## src/logic/hand_motor_cfg.svh

```systemverilog
// Register offsets, field positions, reset values and limits of one motor's property block.
// Assumes a 32-bit register port with byte addresses in steps of four.
`ifndef HAND_MOTOR_CFG_SVH
`define HAND_MOTOR_CFG_SVH
`define HM_ADDR_W 8
`define HM_OFF_BRK_THRESH 8'h00
`define HM_OFF_BRK_HALT 8'h04
`define HM_OFF_DEF_DEST 8'h08
`define HM_OFF_DEF_INCR 8'h0C
`define HM_OFF_STR_UPPER 8'h10
`define HM_OFF_STR_UPPER_ALIAS 8'h14
`define HM_OFF_STR_LOWER 8'h18
`define HM_OFF_OPEN_SPEED 8'h1C
`define HM_OFF_CLOSE_SPEED 8'h20
`define HM_OFF_BRK_FLAG 8'h24
`define HM_OFF_BRK_POS 8'h28
`define HM_OFF_TRAVEL 8'h2C
`define HM_OFF_STATUS 8'h30
`define HM_OFF_STRAIN 8'h34
`define HM_OFF_RT_ENABLES 8'h38
`define HM_OFF_CTRL_VEL_SCALE 8'h3C
`define HM_OFF_FB_VEL_DIV 8'h40
`define HM_OFF_FB_DELTA_DIV 8'h44
// Bit positions inside the realtime enable register.
`define HM_EN_CTRL_VEL 0
`define HM_EN_CTRL_GAIN 1
`define HM_EN_CTRL_TORQUE 2
`define HM_EN_FB_ANALOG 3
`define HM_EN_FB_BRK_POS 4
`define HM_EN_FB_VEL 5
`define HM_EN_FB_STRAIN 6
`define HM_EN_FB_POS 7
`define HM_EN_FB_DELTA 8
`define HM_RT_ENABLES_RST 9'h1E3
`define HM_BRK_THRESH_RST 15'h05DC
`define HM_BRK_THRESH_MAX 15'h4E20
`define HM_DEF_DEST_FINGER 16'h2134
`define HM_DEF_DEST_SPREAD 16'h0627
`define HM_DEF_INCR_FINGER 16'h06A4
`define HM_DEF_INCR_SPREAD 16'h013B
`define HM_STR_LIMIT_RST 9'h100
`define HM_STR_DISABLE_LO 9'h0FF
`define HM_STR_LIMIT_MAX 9'h100
`define HM_SPEED_FINGER 12'h064
`define HM_SPEED_SPREAD 12'h03C
`define HM_SPEED_MIN 12'h010
`define HM_SPEED_MAX 12'hFF0
`define HM_COEF_RST 8'h01
`define HM_TRAVEL_UNIT 10'h3E8
`define HM_TICKLETS_PER_MS 307
`define HM_STRAIN_ABSENT 8'hFF
`endif

```

## src/logic/hand_motor_pkg.sv

```systemverilog
// Types shared by the motor property and feedback block.
// Assumes the constants of hand_motor_cfg.svh for all figures.
package hand_motor_pkg;
  typedef struct packed {
    logic open;
    logic torqueOpen;
    logic init;
    logic move;
    logic incOpen;
    logic incClose;
    logic hasArg;
    logic [15:0] arg;
  } motion_cmd_s;
  typedef enum logic [3:0] {
    FB_IDLE, FB_POS_HI, FB_POS_LO, FB_DELTA, FB_VEL, FB_STRAIN, FB_ANALOG, FB_BRK_HI, FB_BRK_LO
  } fb_field_e;
  typedef enum logic [2:0] {CT_IDLE, CT_VEL, CT_GAIN, CT_TQ_HI, CT_TQ_LO} ct_field_e;
endpackage : hand_motor_pkg

```

## src/logic/hand_motor_property_feedback.sv

```systemverilog
// Property set, supervision and realtime byte exchange for one hand motor.
// Assumes one clock, motor inputs synchronous to it, and a host that initializes first.
//
// The strobed register port and the register addresses were decided locally.
`timescale 1ns/10ps
`include "hand_motor_cfg.svh"
module hand_motor_property_feedback #(
  parameter bit IS_SPREAD = 1'b0
) (
  input wire logic clk,
  input wire logic resetn,
  input wire logic [`HM_ADDR_W-1:0] regAddr,
  input wire logic [31:0] regWdata,
  input wire logic regWrite,
  input wire logic regRead,
  output logic [31:0] regRdata,
  input wire hand_motor_pkg::motion_cmd_s motionCmd,
  input wire logic motionActive,
  input wire logic motionOpening,
  input wire logic [15:0] motorPos,
  input wire logic signed [15:0] motorVel,
  input wire logic signed [15:0] motorAccel,
  input wire logic [7:0] strainRaw,
  input wire logic gaugeFitted,
  input wire logic [7:0] analogIn,
  input wire logic [14:0] statusCodes,
  input wire logic [31:0] travelRestore,
  input wire logic travelRestoreValid,
  input wire logic fbRequest,
  input wire logic ctrlStart,
  input wire logic ctrlValid,
  input wire logic [7:0] ctrlByte,
  output logic [15:0] targetPos,
  output logic targetValid,
  output logic [11:0] speedLimit,
  output logic motorHalt,
  output logic breakawayFlag,
  output logic [31:0] travelKilocounts,
  output logic [7:0] fbByte,
  output logic fbValid,
  output logic fbLast,
  output logic signed [15:0] ctrlVelocity,
  output logic [7:0] ctrlGain,
  output logic [15:0] ctrlPosRef,
  output logic ctrlDone
);
  localparam logic [15:0] DEST_RST = IS_SPREAD ? `HM_DEF_DEST_SPREAD : `HM_DEF_DEST_FINGER;
  localparam logic [15:0] INCR_RST = IS_SPREAD ? `HM_DEF_INCR_SPREAD : `HM_DEF_INCR_FINGER;
  localparam logic [11:0] SPEED_RST = IS_SPREAD ? `HM_SPEED_SPREAD : `HM_SPEED_FINGER;

  logic rstSync1, rstn;
  always_ff @(posedge clk or negedge resetn) begin
    if (!resetn) begin
      rstSync1 <= 1'b0;
      rstn <= 1'b0;
    end else begin
      rstSync1 <= 1'b1;
      rstn <= rstSync1;
    end
  end

  // Property registers.
  logic [14:0] brkThresh_q, brkThresh_d;
  logic brkHalt_q, brkHalt_d;
  logic [15:0] defDest_q, defDest_d, defIncr_q, defIncr_d;
  logic [8:0] strUpper_q, strUpper_d, strLower_q, strLower_d;
  logic [11:0] openSpeed_q, openSpeed_d, closeSpeed_q, closeSpeed_d;
  logic [8:0] rtEn_q, rtEn_d;
  logic [7:0] velScale_q, velScale_d, velDiv_q, velDiv_d, deltaDiv_q, deltaDiv_d;
  logic [31:0] rdata_q, rdata_d;

  function automatic logic [11:0] clampSpeed(input logic [31:0] v);
    if (v < 32'(`HM_SPEED_MIN)) clampSpeed = `HM_SPEED_MIN;
    else if (v > 32'(`HM_SPEED_MAX)) clampSpeed = `HM_SPEED_MAX;
    else clampSpeed = v[11:0];
  endfunction : clampSpeed

  // Supervision state.
  logic brkFlag_q, brkFlag_d;
  logic [15:0] brkPos_q, brkPos_d;
  logic halt_q, halt_d;
  logic [15:0] target_q, target_d;
  logic targetValid_q, targetValid_d;
  logic [11:0] speed_q, speed_d;
  logic [14:0] status_q, status_d;
  logic [7:0] strain_q, strain_d;
  logic [15:0] prevPos_q, prevPos_d;
  logic [9:0] travelFrac_q, travelFrac_d;
  logic [31:0] travel_q, travel_d;

  logic [15:0] absAccel;
  logic brkEvent, brkClear, strainStop;
  assign absAccel = motorAccel[15] ? 16'(-motorAccel) : motorAccel;
  assign brkEvent = !IS_SPREAD && motionActive && (absAccel > {1'b0, brkThresh_q});
  assign brkClear = motionCmd.open || motionCmd.torqueOpen || motionCmd.init;
  assign strainStop = motionActive && (
      ((strUpper_q < `HM_STR_DISABLE_LO) && ({1'b0, strain_q} > strUpper_q)) ||
      ((strLower_q < `HM_STR_DISABLE_LO) && ({1'b0, strain_q} < strLower_q)));

  always_comb begin
    brkThresh_d = brkThresh_q;
    brkHalt_d = brkHalt_q;
    defDest_d = defDest_q;
    defIncr_d = defIncr_q;
    strUpper_d = strUpper_q;
    strLower_d = strLower_q;
    openSpeed_d = openSpeed_q;
    closeSpeed_d = closeSpeed_q;
    rtEn_d = rtEn_q;
    velScale_d = velScale_q;
    velDiv_d = velDiv_q;
    deltaDiv_d = deltaDiv_q;
    rdata_d = 32'h0000_0000;
    if (regWrite) begin
      if (regAddr == `HM_OFF_BRK_THRESH) begin
        brkThresh_d = (regWdata > 32'(`HM_BRK_THRESH_MAX)) ? `HM_BRK_THRESH_MAX : regWdata[14:0];
      end else if (regAddr == `HM_OFF_BRK_HALT) begin
        brkHalt_d = regWdata[0] && !IS_SPREAD;
      end else if (regAddr == `HM_OFF_DEF_DEST) begin
        defDest_d = regWdata[15:0];
      end else if (regAddr == `HM_OFF_DEF_INCR) begin
        defIncr_d = regWdata[15:0];
      end else if (regAddr == `HM_OFF_STR_UPPER || regAddr == `HM_OFF_STR_UPPER_ALIAS) begin
        strUpper_d = (regWdata > 32'(`HM_STR_LIMIT_MAX)) ? `HM_STR_LIMIT_MAX : regWdata[8:0];
      end else if (regAddr == `HM_OFF_STR_LOWER) begin
        strLower_d = (regWdata > 32'(`HM_STR_LIMIT_MAX)) ? `HM_STR_LIMIT_MAX : regWdata[8:0];
      end else if (regAddr == `HM_OFF_OPEN_SPEED) begin
        openSpeed_d = clampSpeed(regWdata);
      end else if (regAddr == `HM_OFF_CLOSE_SPEED) begin
        closeSpeed_d = clampSpeed(regWdata);
      end else if (regAddr == `HM_OFF_RT_ENABLES) begin
        rtEn_d = regWdata[8:0];
      end else if (regAddr == `HM_OFF_CTRL_VEL_SCALE) begin
        velScale_d = regWdata[7:0];
      end else if (regAddr == `HM_OFF_FB_VEL_DIV) begin
        velDiv_d = regWdata[7:0];
      end else if (regAddr == `HM_OFF_FB_DELTA_DIV) begin
        deltaDiv_d = regWdata[7:0];
      end
    end
    if (regRead) begin
      if (regAddr == `HM_OFF_BRK_THRESH) rdata_d = {17'h0, brkThresh_q};
      else if (regAddr == `HM_OFF_BRK_HALT) rdata_d = {31'h0, brkHalt_q};
      else if (regAddr == `HM_OFF_DEF_DEST) rdata_d = {16'h0, defDest_q};
      else if (regAddr == `HM_OFF_DEF_INCR) rdata_d = {16'h0, defIncr_q};
      else if (regAddr == `HM_OFF_STR_UPPER || regAddr == `HM_OFF_STR_UPPER_ALIAS) begin
        rdata_d = {23'h0, strUpper_q};
      end else if (regAddr == `HM_OFF_STR_LOWER) rdata_d = {23'h0, strLower_q};
      else if (regAddr == `HM_OFF_OPEN_SPEED) rdata_d = {20'h0, openSpeed_q};
      else if (regAddr == `HM_OFF_CLOSE_SPEED) rdata_d = {20'h0, closeSpeed_q};
      else if (regAddr == `HM_OFF_BRK_FLAG) rdata_d = {31'h0, brkFlag_q};
      else if (regAddr == `HM_OFF_BRK_POS) rdata_d = {16'h0, brkPos_q};
      else if (regAddr == `HM_OFF_TRAVEL) rdata_d = travel_q;
      else if (regAddr == `HM_OFF_STATUS) rdata_d = {17'h0, status_q};
      else if (regAddr == `HM_OFF_STRAIN) rdata_d = {24'h0, strain_q};
      else if (regAddr == `HM_OFF_RT_ENABLES) rdata_d = {23'h0, rtEn_q};
      else if (regAddr == `HM_OFF_CTRL_VEL_SCALE) rdata_d = {24'h0, velScale_q};
      else if (regAddr == `HM_OFF_FB_VEL_DIV) rdata_d = {24'h0, velDiv_q};
      else if (regAddr == `HM_OFF_FB_DELTA_DIV) rdata_d = {24'h0, deltaDiv_q};
    end
  end

  logic [15:0] posStep;
  logic [9:0] stepRem;
  assign posStep = (motorPos >= prevPos_q) ? 16'(motorPos - prevPos_q) : 16'(prevPos_q - motorPos);
  assign stepRem = 10'(posStep % 16'(`HM_TRAVEL_UNIT));

  always_comb begin
    // A breakaway in the same cycle as a clearing command keeps the flag set.
    brkFlag_d = brkEvent ? 1'b1 : (brkClear ? 1'b0 : brkFlag_q);
    brkPos_d = brkEvent ? motorPos : (brkClear ? 16'h0000 : brkPos_q);
    halt_d = (brkEvent && brkHalt_q) || strainStop;
    target_d = target_q;
    targetValid_d = 1'b0;
    if (motionCmd.move) begin
      target_d = motionCmd.hasArg ? motionCmd.arg : defDest_q;
      targetValid_d = 1'b1;
    end else if (motionCmd.incOpen) begin
      target_d = 16'(motorPos - (motionCmd.hasArg ? motionCmd.arg : defIncr_q));
      targetValid_d = 1'b1;
    end else if (motionCmd.incClose) begin
      target_d = 16'(motorPos + (motionCmd.hasArg ? motionCmd.arg : defIncr_q));
      targetValid_d = 1'b1;
    end
    speed_d = motionOpening ? openSpeed_q : closeSpeed_q;
    status_d = statusCodes;
    strain_d = gaugeFitted ? strainRaw : `HM_STRAIN_ABSENT;
    prevPos_d = motorPos;
    // Travel is counted per cycle; the remainder below one kilocount carries over.
    travelFrac_d = 10'(travelFrac_q + stepRem);
    travel_d = 32'(travel_q + 32'(posStep / 16'(`HM_TRAVEL_UNIT)));
    if (({1'b0, travelFrac_q} + {1'b0, stepRem}) >= 11'(`HM_TRAVEL_UNIT)) begin
      travelFrac_d = 10'(travelFrac_q + stepRem - `HM_TRAVEL_UNIT);
      travel_d = 32'(travel_d + 32'h1);
    end
    if (travelRestoreValid) travel_d = travelRestore;
  end

  // Realtime feedback serializer.
  hand_motor_pkg::fb_field_e fbField_q, fbField_d;
  logic [8:1] fbWant;
  logic [15:0] lastRep_q, lastRep_d;
  logic [7:0] fbByte_q, fbByte_d;
  logic fbValid_q, fbValid_d, fbLast_q, fbLast_d;
  logic signed [16:0] deltaRaw, deltaQuot, velQuot;
  logic signed [7:0] deltaByte, velByte;
  logic [3:0] fbNext;

  assign fbWant = {rtEn_q[`HM_EN_FB_BRK_POS], rtEn_q[`HM_EN_FB_BRK_POS],
                   rtEn_q[`HM_EN_FB_ANALOG], rtEn_q[`HM_EN_FB_STRAIN],
                   rtEn_q[`HM_EN_FB_VEL], rtEn_q[`HM_EN_FB_DELTA],
                   rtEn_q[`HM_EN_FB_POS], rtEn_q[`HM_EN_FB_POS]};
  assign deltaRaw = 17'($signed({1'b0, motorPos}) - $signed({1'b0, lastRep_q}));
  // A zero divisor is treated as one so the byte stays defined.
  assign deltaQuot = deltaRaw / $signed({9'h000, (deltaDiv_q == 8'h00) ? 8'h01 : deltaDiv_q});
  assign velQuot = 17'(motorVel) / $signed({9'h000, (velDiv_q == 8'h00) ? 8'h01 : velDiv_q});
  assign deltaByte = (deltaQuot > 17'sd127) ? 8'sd127 :
                     (deltaQuot < -17'sd128) ? -8'sd128 : deltaQuot[7:0];
  assign velByte = (velQuot > 17'sd127) ? 8'sd127 :
                   (velQuot < -17'sd128) ? -8'sd128 : velQuot[7:0];

  always_comb begin
    fbNext = 4'h0;
    for (int i = 8; i >= 1; i--) begin
      if (fbWant[i] && (4'(i) > 4'(fbField_q))) fbNext = 4'(i);
    end
  end

  always_comb begin
    fbField_d = fbField_q;
    fbByte_d = 8'h00;
    fbValid_d = 1'b0;
    fbLast_d = 1'b0;
    lastRep_d = lastRep_q;
    if (fbField_q == hand_motor_pkg::FB_IDLE) begin
      if (fbRequest) fbField_d = hand_motor_pkg::fb_field_e'(fbNext);
    end else begin
      fbValid_d = 1'b1;
      fbLast_d = (fbNext == 4'h0);
      fbField_d = hand_motor_pkg::fb_field_e'(fbNext);
      case (fbField_q)
        hand_motor_pkg::FB_POS_HI: fbByte_d = motorPos[15:8];
        hand_motor_pkg::FB_POS_LO: fbByte_d = motorPos[7:0];
        hand_motor_pkg::FB_DELTA: begin
          fbByte_d = deltaByte;
          lastRep_d = 16'(lastRep_q + 16'(16'(deltaByte) * 16'($signed({1'b0, deltaDiv_q}))));
        end
        hand_motor_pkg::FB_VEL: fbByte_d = velByte;
        hand_motor_pkg::FB_STRAIN: fbByte_d = strain_q;
        hand_motor_pkg::FB_ANALOG: fbByte_d = analogIn;
        hand_motor_pkg::FB_BRK_HI: fbByte_d = brkPos_q[15:8];
        hand_motor_pkg::FB_BRK_LO: fbByte_d = brkPos_q[7:0];
        default: fbByte_d = 8'h00;
      endcase
    end
    if (motionCmd.init) lastRep_d = 16'h0000;
  end

  // Realtime control block parser.
  hand_motor_pkg::ct_field_e ctField_q, ctField_d;
  logic [4:1] ctWant;
  logic [2:0] ctNext, ctFirst;
  logic [7:0] ctVelByte_q, ctVelByte_d, ctTqHi_q, ctTqHi_d;
  logic signed [15:0] ctrlVel_q, ctrlVel_d;
  logic [7:0] ctrlGain_q, ctrlGain_d;
  logic [15:0] posRef_q, posRef_d;
  logic ctrlDone_q, ctrlDone_d;

  assign ctWant = {rtEn_q[`HM_EN_CTRL_TORQUE], rtEn_q[`HM_EN_CTRL_TORQUE],
                   rtEn_q[`HM_EN_CTRL_GAIN], rtEn_q[`HM_EN_CTRL_VEL]};
  always_comb begin
    ctNext = 3'h0;
    ctFirst = 3'h0;
    for (int i = 4; i >= 1; i--) begin
      if (ctWant[i] && (3'(i) > 3'(ctField_q))) ctNext = 3'(i);
      if (ctWant[i]) ctFirst = 3'(i);
    end
  end

  always_comb begin
    ctField_d = ctField_q;
    ctVelByte_d = ctVelByte_q;
    ctTqHi_d = ctTqHi_q;
    ctrlVel_d = ctrlVel_q;
    ctrlGain_d = ctrlGain_q;
    posRef_d = posRef_q;
    ctrlDone_d = 1'b0;
    if (ctrlStart) begin
      ctField_d = hand_motor_pkg::ct_field_e'(ctFirst);
    end else if (ctrlValid && ctField_q != hand_motor_pkg::CT_IDLE) begin
      ctField_d = hand_motor_pkg::ct_field_e'(ctNext);
      ctrlDone_d = (ctNext == 3'h0);
      case (ctField_q)
        hand_motor_pkg::CT_VEL: begin
          ctrlVel_d = 16'(16'($signed(ctrlByte)) * 16'($signed({1'b0, velScale_q})));
        end
        hand_motor_pkg::CT_GAIN: ctrlGain_d = ctrlByte;
        hand_motor_pkg::CT_TQ_HI: ctTqHi_d = ctrlByte;
        hand_motor_pkg::CT_TQ_LO: posRef_d = 16'(motorPos + {ctTqHi_q, ctrlByte});
        default: ctrlDone_d = 1'b0;
      endcase
    end
  end

  always_ff @(posedge clk or negedge rstn) begin
    if (!rstn) begin
      brkThresh_q <= `HM_BRK_THRESH_RST;
      brkHalt_q <= 1'b0;
      defDest_q <= DEST_RST;
      defIncr_q <= INCR_RST;
      strUpper_q <= `HM_STR_LIMIT_RST;
      strLower_q <= `HM_STR_LIMIT_RST;
      openSpeed_q <= SPEED_RST;
      closeSpeed_q <= SPEED_RST;
      rtEn_q <= `HM_RT_ENABLES_RST;
      velScale_q <= `HM_COEF_RST;
      velDiv_q <= `HM_COEF_RST;
      deltaDiv_q <= `HM_COEF_RST;
      rdata_q <= 32'h0000_0000;
      brkFlag_q <= 1'b0;
      brkPos_q <= 16'h0000;
      halt_q <= 1'b0;
      target_q <= 16'h0000;
      targetValid_q <= 1'b0;
      speed_q <= SPEED_RST;
      status_q <= 15'h0000;
      strain_q <= `HM_STRAIN_ABSENT;
      prevPos_q <= 16'h0000;
      travelFrac_q <= 10'h000;
      travel_q <= 32'h0000_0000;
      fbField_q <= hand_motor_pkg::FB_IDLE;
      lastRep_q <= 16'h0000;
      fbByte_q <= 8'h00;
      fbValid_q <= 1'b0;
      fbLast_q <= 1'b0;
      ctField_q <= hand_motor_pkg::CT_IDLE;
      ctVelByte_q <= 8'h00;
      ctTqHi_q <= 8'h00;
      ctrlVel_q <= 16'sh0000;
      ctrlGain_q <= 8'h00;
      posRef_q <= 16'h0000;
      ctrlDone_q <= 1'b0;
    end else begin
      brkThresh_q <= brkThresh_d;
      brkHalt_q <= brkHalt_d;
      defDest_q <= defDest_d;
      defIncr_q <= defIncr_d;
      strUpper_q <= strUpper_d;
      strLower_q <= strLower_d;
      openSpeed_q <= openSpeed_d;
      closeSpeed_q <= closeSpeed_d;
      rtEn_q <= rtEn_d;
      velScale_q <= velScale_d;
      velDiv_q <= velDiv_d;
      deltaDiv_q <= deltaDiv_d;
      rdata_q <= rdata_d;
      brkFlag_q <= brkFlag_d;
      brkPos_q <= brkPos_d;
      halt_q <= halt_d;
      target_q <= target_d;
      targetValid_q <= targetValid_d;
      speed_q <= speed_d;
      status_q <= status_d;
      strain_q <= strain_d;
      prevPos_q <= prevPos_d;
      travelFrac_q <= travelFrac_d;
      travel_q <= travel_d;
      fbField_q <= fbField_d;
      lastRep_q <= lastRep_d;
      fbByte_q <= fbByte_d;
      fbValid_q <= fbValid_d;
      fbLast_q <= fbLast_d;
      ctField_q <= ctField_d;
      ctVelByte_q <= ctVelByte_d;
      ctTqHi_q <= ctTqHi_d;
      ctrlVel_q <= ctrlVel_d;
      ctrlGain_q <= ctrlGain_d;
      posRef_q <= posRef_d;
      ctrlDone_q <= ctrlDone_d;
    end
  end

  assign regRdata = rdata_q;
  assign targetPos = target_q;
  assign targetValid = targetValid_q;
  assign speedLimit = speed_q;
  assign motorHalt = halt_q;
  assign breakawayFlag = brkFlag_q;
  assign travelKilocounts = travel_q;
  assign fbByte = fbByte_q;
  assign fbValid = fbValid_q;
  assign fbLast = fbLast_q;
  assign ctrlVelocity = ctrlVel_q;
  assign ctrlGain = ctrlGain_q;
  assign ctrlPosRef = posRef_q;
  assign ctrlDone = ctrlDone_q;
endmodule : hand_motor_property_feedback

```

## config.mk

```make
export PLATFORM = sky130hd
export DESIGN_NAME = hand_motor_property_feedback
export DESIGN_NICKNAME = d
export VERILOG_FILES = /design/src/logic/hand_motor_pkg.sv /design/src/logic/hand_motor_property_feedback.sv
export VERILOG_INCLUDE_DIRS = /design/src /design/src/logic
export SDC_FILE = /design/constraint.sdc
export NUM_CORES = 2
export LEC_CHECK = 0
export ABC_AREA = 1
export ABC_CLOCK_PERIOD_IN_PS = 13700
export CAP_MARGIN = 25
export CORE_UTILIZATION = 60
export CTS_CLUSTER_SIZE = 14
export DETAILED_ROUTE_END_ITERATION = 7
export DONT_BUFFER_PORTS = 1
export PLACE_DENSITY = 0.74
export SLEW_MARGIN = 15
export SYNTH_ARGS = -nofsm -noshare
export SYNTH_HDL_FRONTEND = slang
export SYNTH_SLANG_ARGS = --single-unit
export TNS_END_PERCENT = 100
```

## constraint.sdc

```tcl
create_clock -name clk -period 13.7 [get_ports clk]
set_clock_uncertainty 0.1 [all_clocks]
set_input_delay 2.74 -clock clk [delete_from_list [all_inputs] [get_ports clk]]
set_output_delay 2.74 -clock clk [all_outputs]
set_load 0.005 [all_outputs]
```

==> impl_metrics.ini <==
[setup_path]
arrival_ns = 39.13
path_class = in2reg
cp_slowest_cell = fa_1
path_common_cell = nand2_2
slowest_delay_ns = 0.58
critPathLaunch = motorPos[0]
r2r-start = lastRep_q[0]
critPathCaptureType = flop
r2r_end = lastRep_q[15]
crit_path_start_kind = input port
cp_max_fo = 7
rrSetupSlack_ns = -23.36
reg2reg_depth = 271
required_ns = 14.01

[timing]
rsz0062_at_grt = yes
timing.fmax_mhz = 25.76
slew_viol_final = 0
fin_crit_sh_pct = 283.4
min_period_ns = 38.82
worstMarginPinSlew_ns = 1.107
hold_viol = 0
max-slew-margin-rel_pct = 25.92
setup_viol = 24
layout_setup_ws_ns = -25.12
worst_hold_slack_ns = 0.2338

[routing]
wl_per_cell_um = 19.51
vias_per_cell = 5.909
routed_wl_um = 160100
antenna_left = 0
detail_route.iter0.violations = 4563
drc = 0
via_count = 48480
detail_route.first_pass.iterations = 7

[clock_network]
insertion_delay_ns = 0.56
path_clk_slew_ns = 0.07
cts_buffers = 38
root_buffer = clkbuf_16
ctsHtreeMaxLevel = 2
clock_path_buffers = 3
cts_sinks = 367
cts_hold_buf = 0
tritoncts = yes

[placed_design]
place_congestion = 1.008
dpl.cell_count = 7828
dp_hpwl_um = 109900
portBuffers = 0

[finish]
finalNonFillerCells = 8205
fillers = 4178
final_core_util_pct = 82.98
layout.nets = 8014
drive_above_1_share_pct = 29.10
syn2layout_area_growth_pct = 35.71

[global_route]
grtUsageTotal_pct = 39.90
grtUsageMet1_pct = 45.58
grt_pass1_wl_um = 224900
grt-ovfl-total = 0
gr-max-usage-layer = met2
grtUsageMet2_pct = 68.66
grt_max_degree = 178
met3_usage_pct = 7.552
grt_pass1_vias = 45030
antenna_found_initial = 15

[flow_run]
cap_violations = 0

[die]
rows = 95
die_area_sq_um = 70100
die_w_um = 264.8
core-area_sq_um = 67750
start_util_pct = 61.15
io_pins = 339
fp.dieH_um = 264.8

[status]
outcome = finished with violations
violations = negative setup slack

[logic_synthesis]
ys_seq_area_share_pct = 22.30
syn_area_sq_um = 41430
synth.distinct_cells = 72
ys_ff_latch = 367
synth-edff-count = 0
ys_warn_count = 0
synth_cells = 6003
syn-num-nets = 6727
async_flop_share_pct = 100.0
ys.flop_type = dfrtp_1
avgSynthCellArea_sq_um = 6.902

[worst_hold_path]
hold_path_class = reg2async
[critical path: cells and delay by family]
| kind | cells | cell delay [ns] |
|---|---|---|
| and+or+nand+nor | 107 | 10.69 |
| adders and majority gates | 27 | 8.68 |
| xor gates and xnor gates | 2 | 0.33 |
| buffers and inverters | 56 | 4.60 |
| AOI/OAI and AO/OA | 80 | 11.96 |
[cell usage in the layout, fill, tap and decap left out, types with 52 or more instances in the layout]
master | synthesis | routed
inv_1 | 964 | 914
ha_1 | 436 | 397
nand3_1 | 270 | 247
buf_4 | 2 | 1322
a21oi_1 | 314 | 255
nor3_1 | 81 | 63
inv_2 | 26 | 55
dfrtp_1 | 322 | 321
nor2_2 | 29 | 57
nand2_2 | 47 | 102
nand4_1 | 79 | 79
nor2_1 | 498 | 440
xnor2_1 | 101 | 99
nand2_1 | 1341 | 1260
xor2_1 | 229 | 222
o21ai_2 | 12 | 55
o21ai_0 | 466 | 394
o21ai_1 | 30 | 52
fa_1 | 95 | 90
[kinds of logic (layout without fill, tap and decap cells)]
family | count (synthesis) | after routing | synth area share, %
and+or+nand+nor | 2497 | 2500 | 26.43
buffers and inverters | 1130 | 2443 | 10.40
DFF | 367 | 367 | 22.30
adders and majority gates | 531 | 531 | 17.76
other | 2 | 15 | 0.01813
xor gates and xnor gates | 331 | 331 | 7.016
muxes | 15 | 15 | 0.3926
AOI/OAI and AO/OA | 1130 | 1130 | 15.68
[stage by stage]
stage | setup TNS [ns] | setup slack, ns | instance area [sq um]
4_1_cts | -476.62 | -22.27 | 53250
6_report | -542.72 | -25.12 | 56220
5_1_grt | -591.53 | -26.90 | 56220
3_5_place_dp | -527.66 | -24.04 | 50610
3_3_place_gp | -498.24 | -22.61 | 50600
2_1_floorplan | -529.40 | -24.46 | 42100
[how the worst max path moves through the flow]
stage	end	slack, ns	cells past startpoint
detailed placement	lastRep_q[15]	-24.04	279
floorplan	lastRep_q[15]	-24.46	289
finish	lastRep_q[15]	-25.12	272
global placement	lastRep_q[15]	-22.61	280
global route	lastRep_q[15]	-26.90	273
CTS	lastRep_q[15]	-22.27	277
[synthesized netlist by cell type, types with 18 or more instances]
cell	count	area (sq um)
a21o_1	50	375.4
a21oi_1	314	1572
clkbuf_1	93	349.1
clkinv_1	18	67.56
dfrtp_1	322	8058
dfstp_2	45	1182
fa_1	95	1902
ha_1	436	5455
inv_1	964	3618
inv_2	26	97.59
nand2_1	1341	5034
nand2_2	47	294.0
nand3_1	270	1351
nand3_2	20	200.2
nand4_1	79	494.2
nor2_1	498	1869
nor2_2	29	181.4
nor3_1	81	405.4
nor4_1	27	168.9
o21ai_0	466	2332
o21ai_1	30	150.1
o21bai_1	39	292.8
o221ai_1	19	166.4
o22ai_1	45	281.5
o31ai_1	43	322.8
or2_2	28	175.2
xnor2_1	101	884.6
xor2_1	229	2006
[sequential cells by signal, summed over array words and instances (netlist names), 9 cells and up]
| signal | flops |
|---|---|
| brkPos_q | 16 |
| strUpper_q | 9 |
| closeSpeed_q | 12 |
| brkThresh_q | 15 |
| rtEn_q | 9 |
| strLower_q | 9 |
| regRdata | 32 |
| travelFrac_q | 10 |
| ctrlVelocity | 16 |
| targetPos | 16 |
| travelKilocounts | 32 |
| lastRep_q | 16 |
| status_q | 15 |
| ctrlPosRef | 16 |
| defDest_q | 16 |
| speedLimit | 12 |
| prevPos_q | 16 |
| defIncr_q | 16 |
| openSpeed_q | 12 |
[final cells by class]
| cell class | count | area (sq um) | share of cell area, % |
|---|---|---|---|
| timing repair inverter | 1 | 7.507 | 0.01335 |
| inverter | 1009 | 3877 | 6.896 |
| antenna | 13 | 32.53 | 0.05786 |
| timing repair buffer | 1364 | 10460 | 18.60 |
| clock buffer | 51 | 1061 | 1.887 |
| sequential | 367 | 9244 | 16.44 |
| multi-input combinational | 4509 | 30300 | 53.89 |
| tap | 873 | 1092 | 1.943 |
| clock inverter | 18 | 152.6 | 0.2715 |
[routing by layer]
| metal | share of wire [%] | routed length [um] |
|---|---|---|
| met1 | 35 | 56570 |
| met2 | 46 | 74050 |
| met3 | 9.4 | 15000 |
| met4 | 9.0 | 14420 |
| met5 | 0.013 | 21 |
[repair_timing]
action | in CTS | in global routing
setup endpoints to repair | 26 | 52
setup buffers | 126 | 167
gates resized for setup | 130 | 392
gates cloned | 1 | 3
pin swaps | 148 | 359
Power is not shown: default switching activity piles up to over one toggle a cycle in this logic, so the estimate is an artifact.
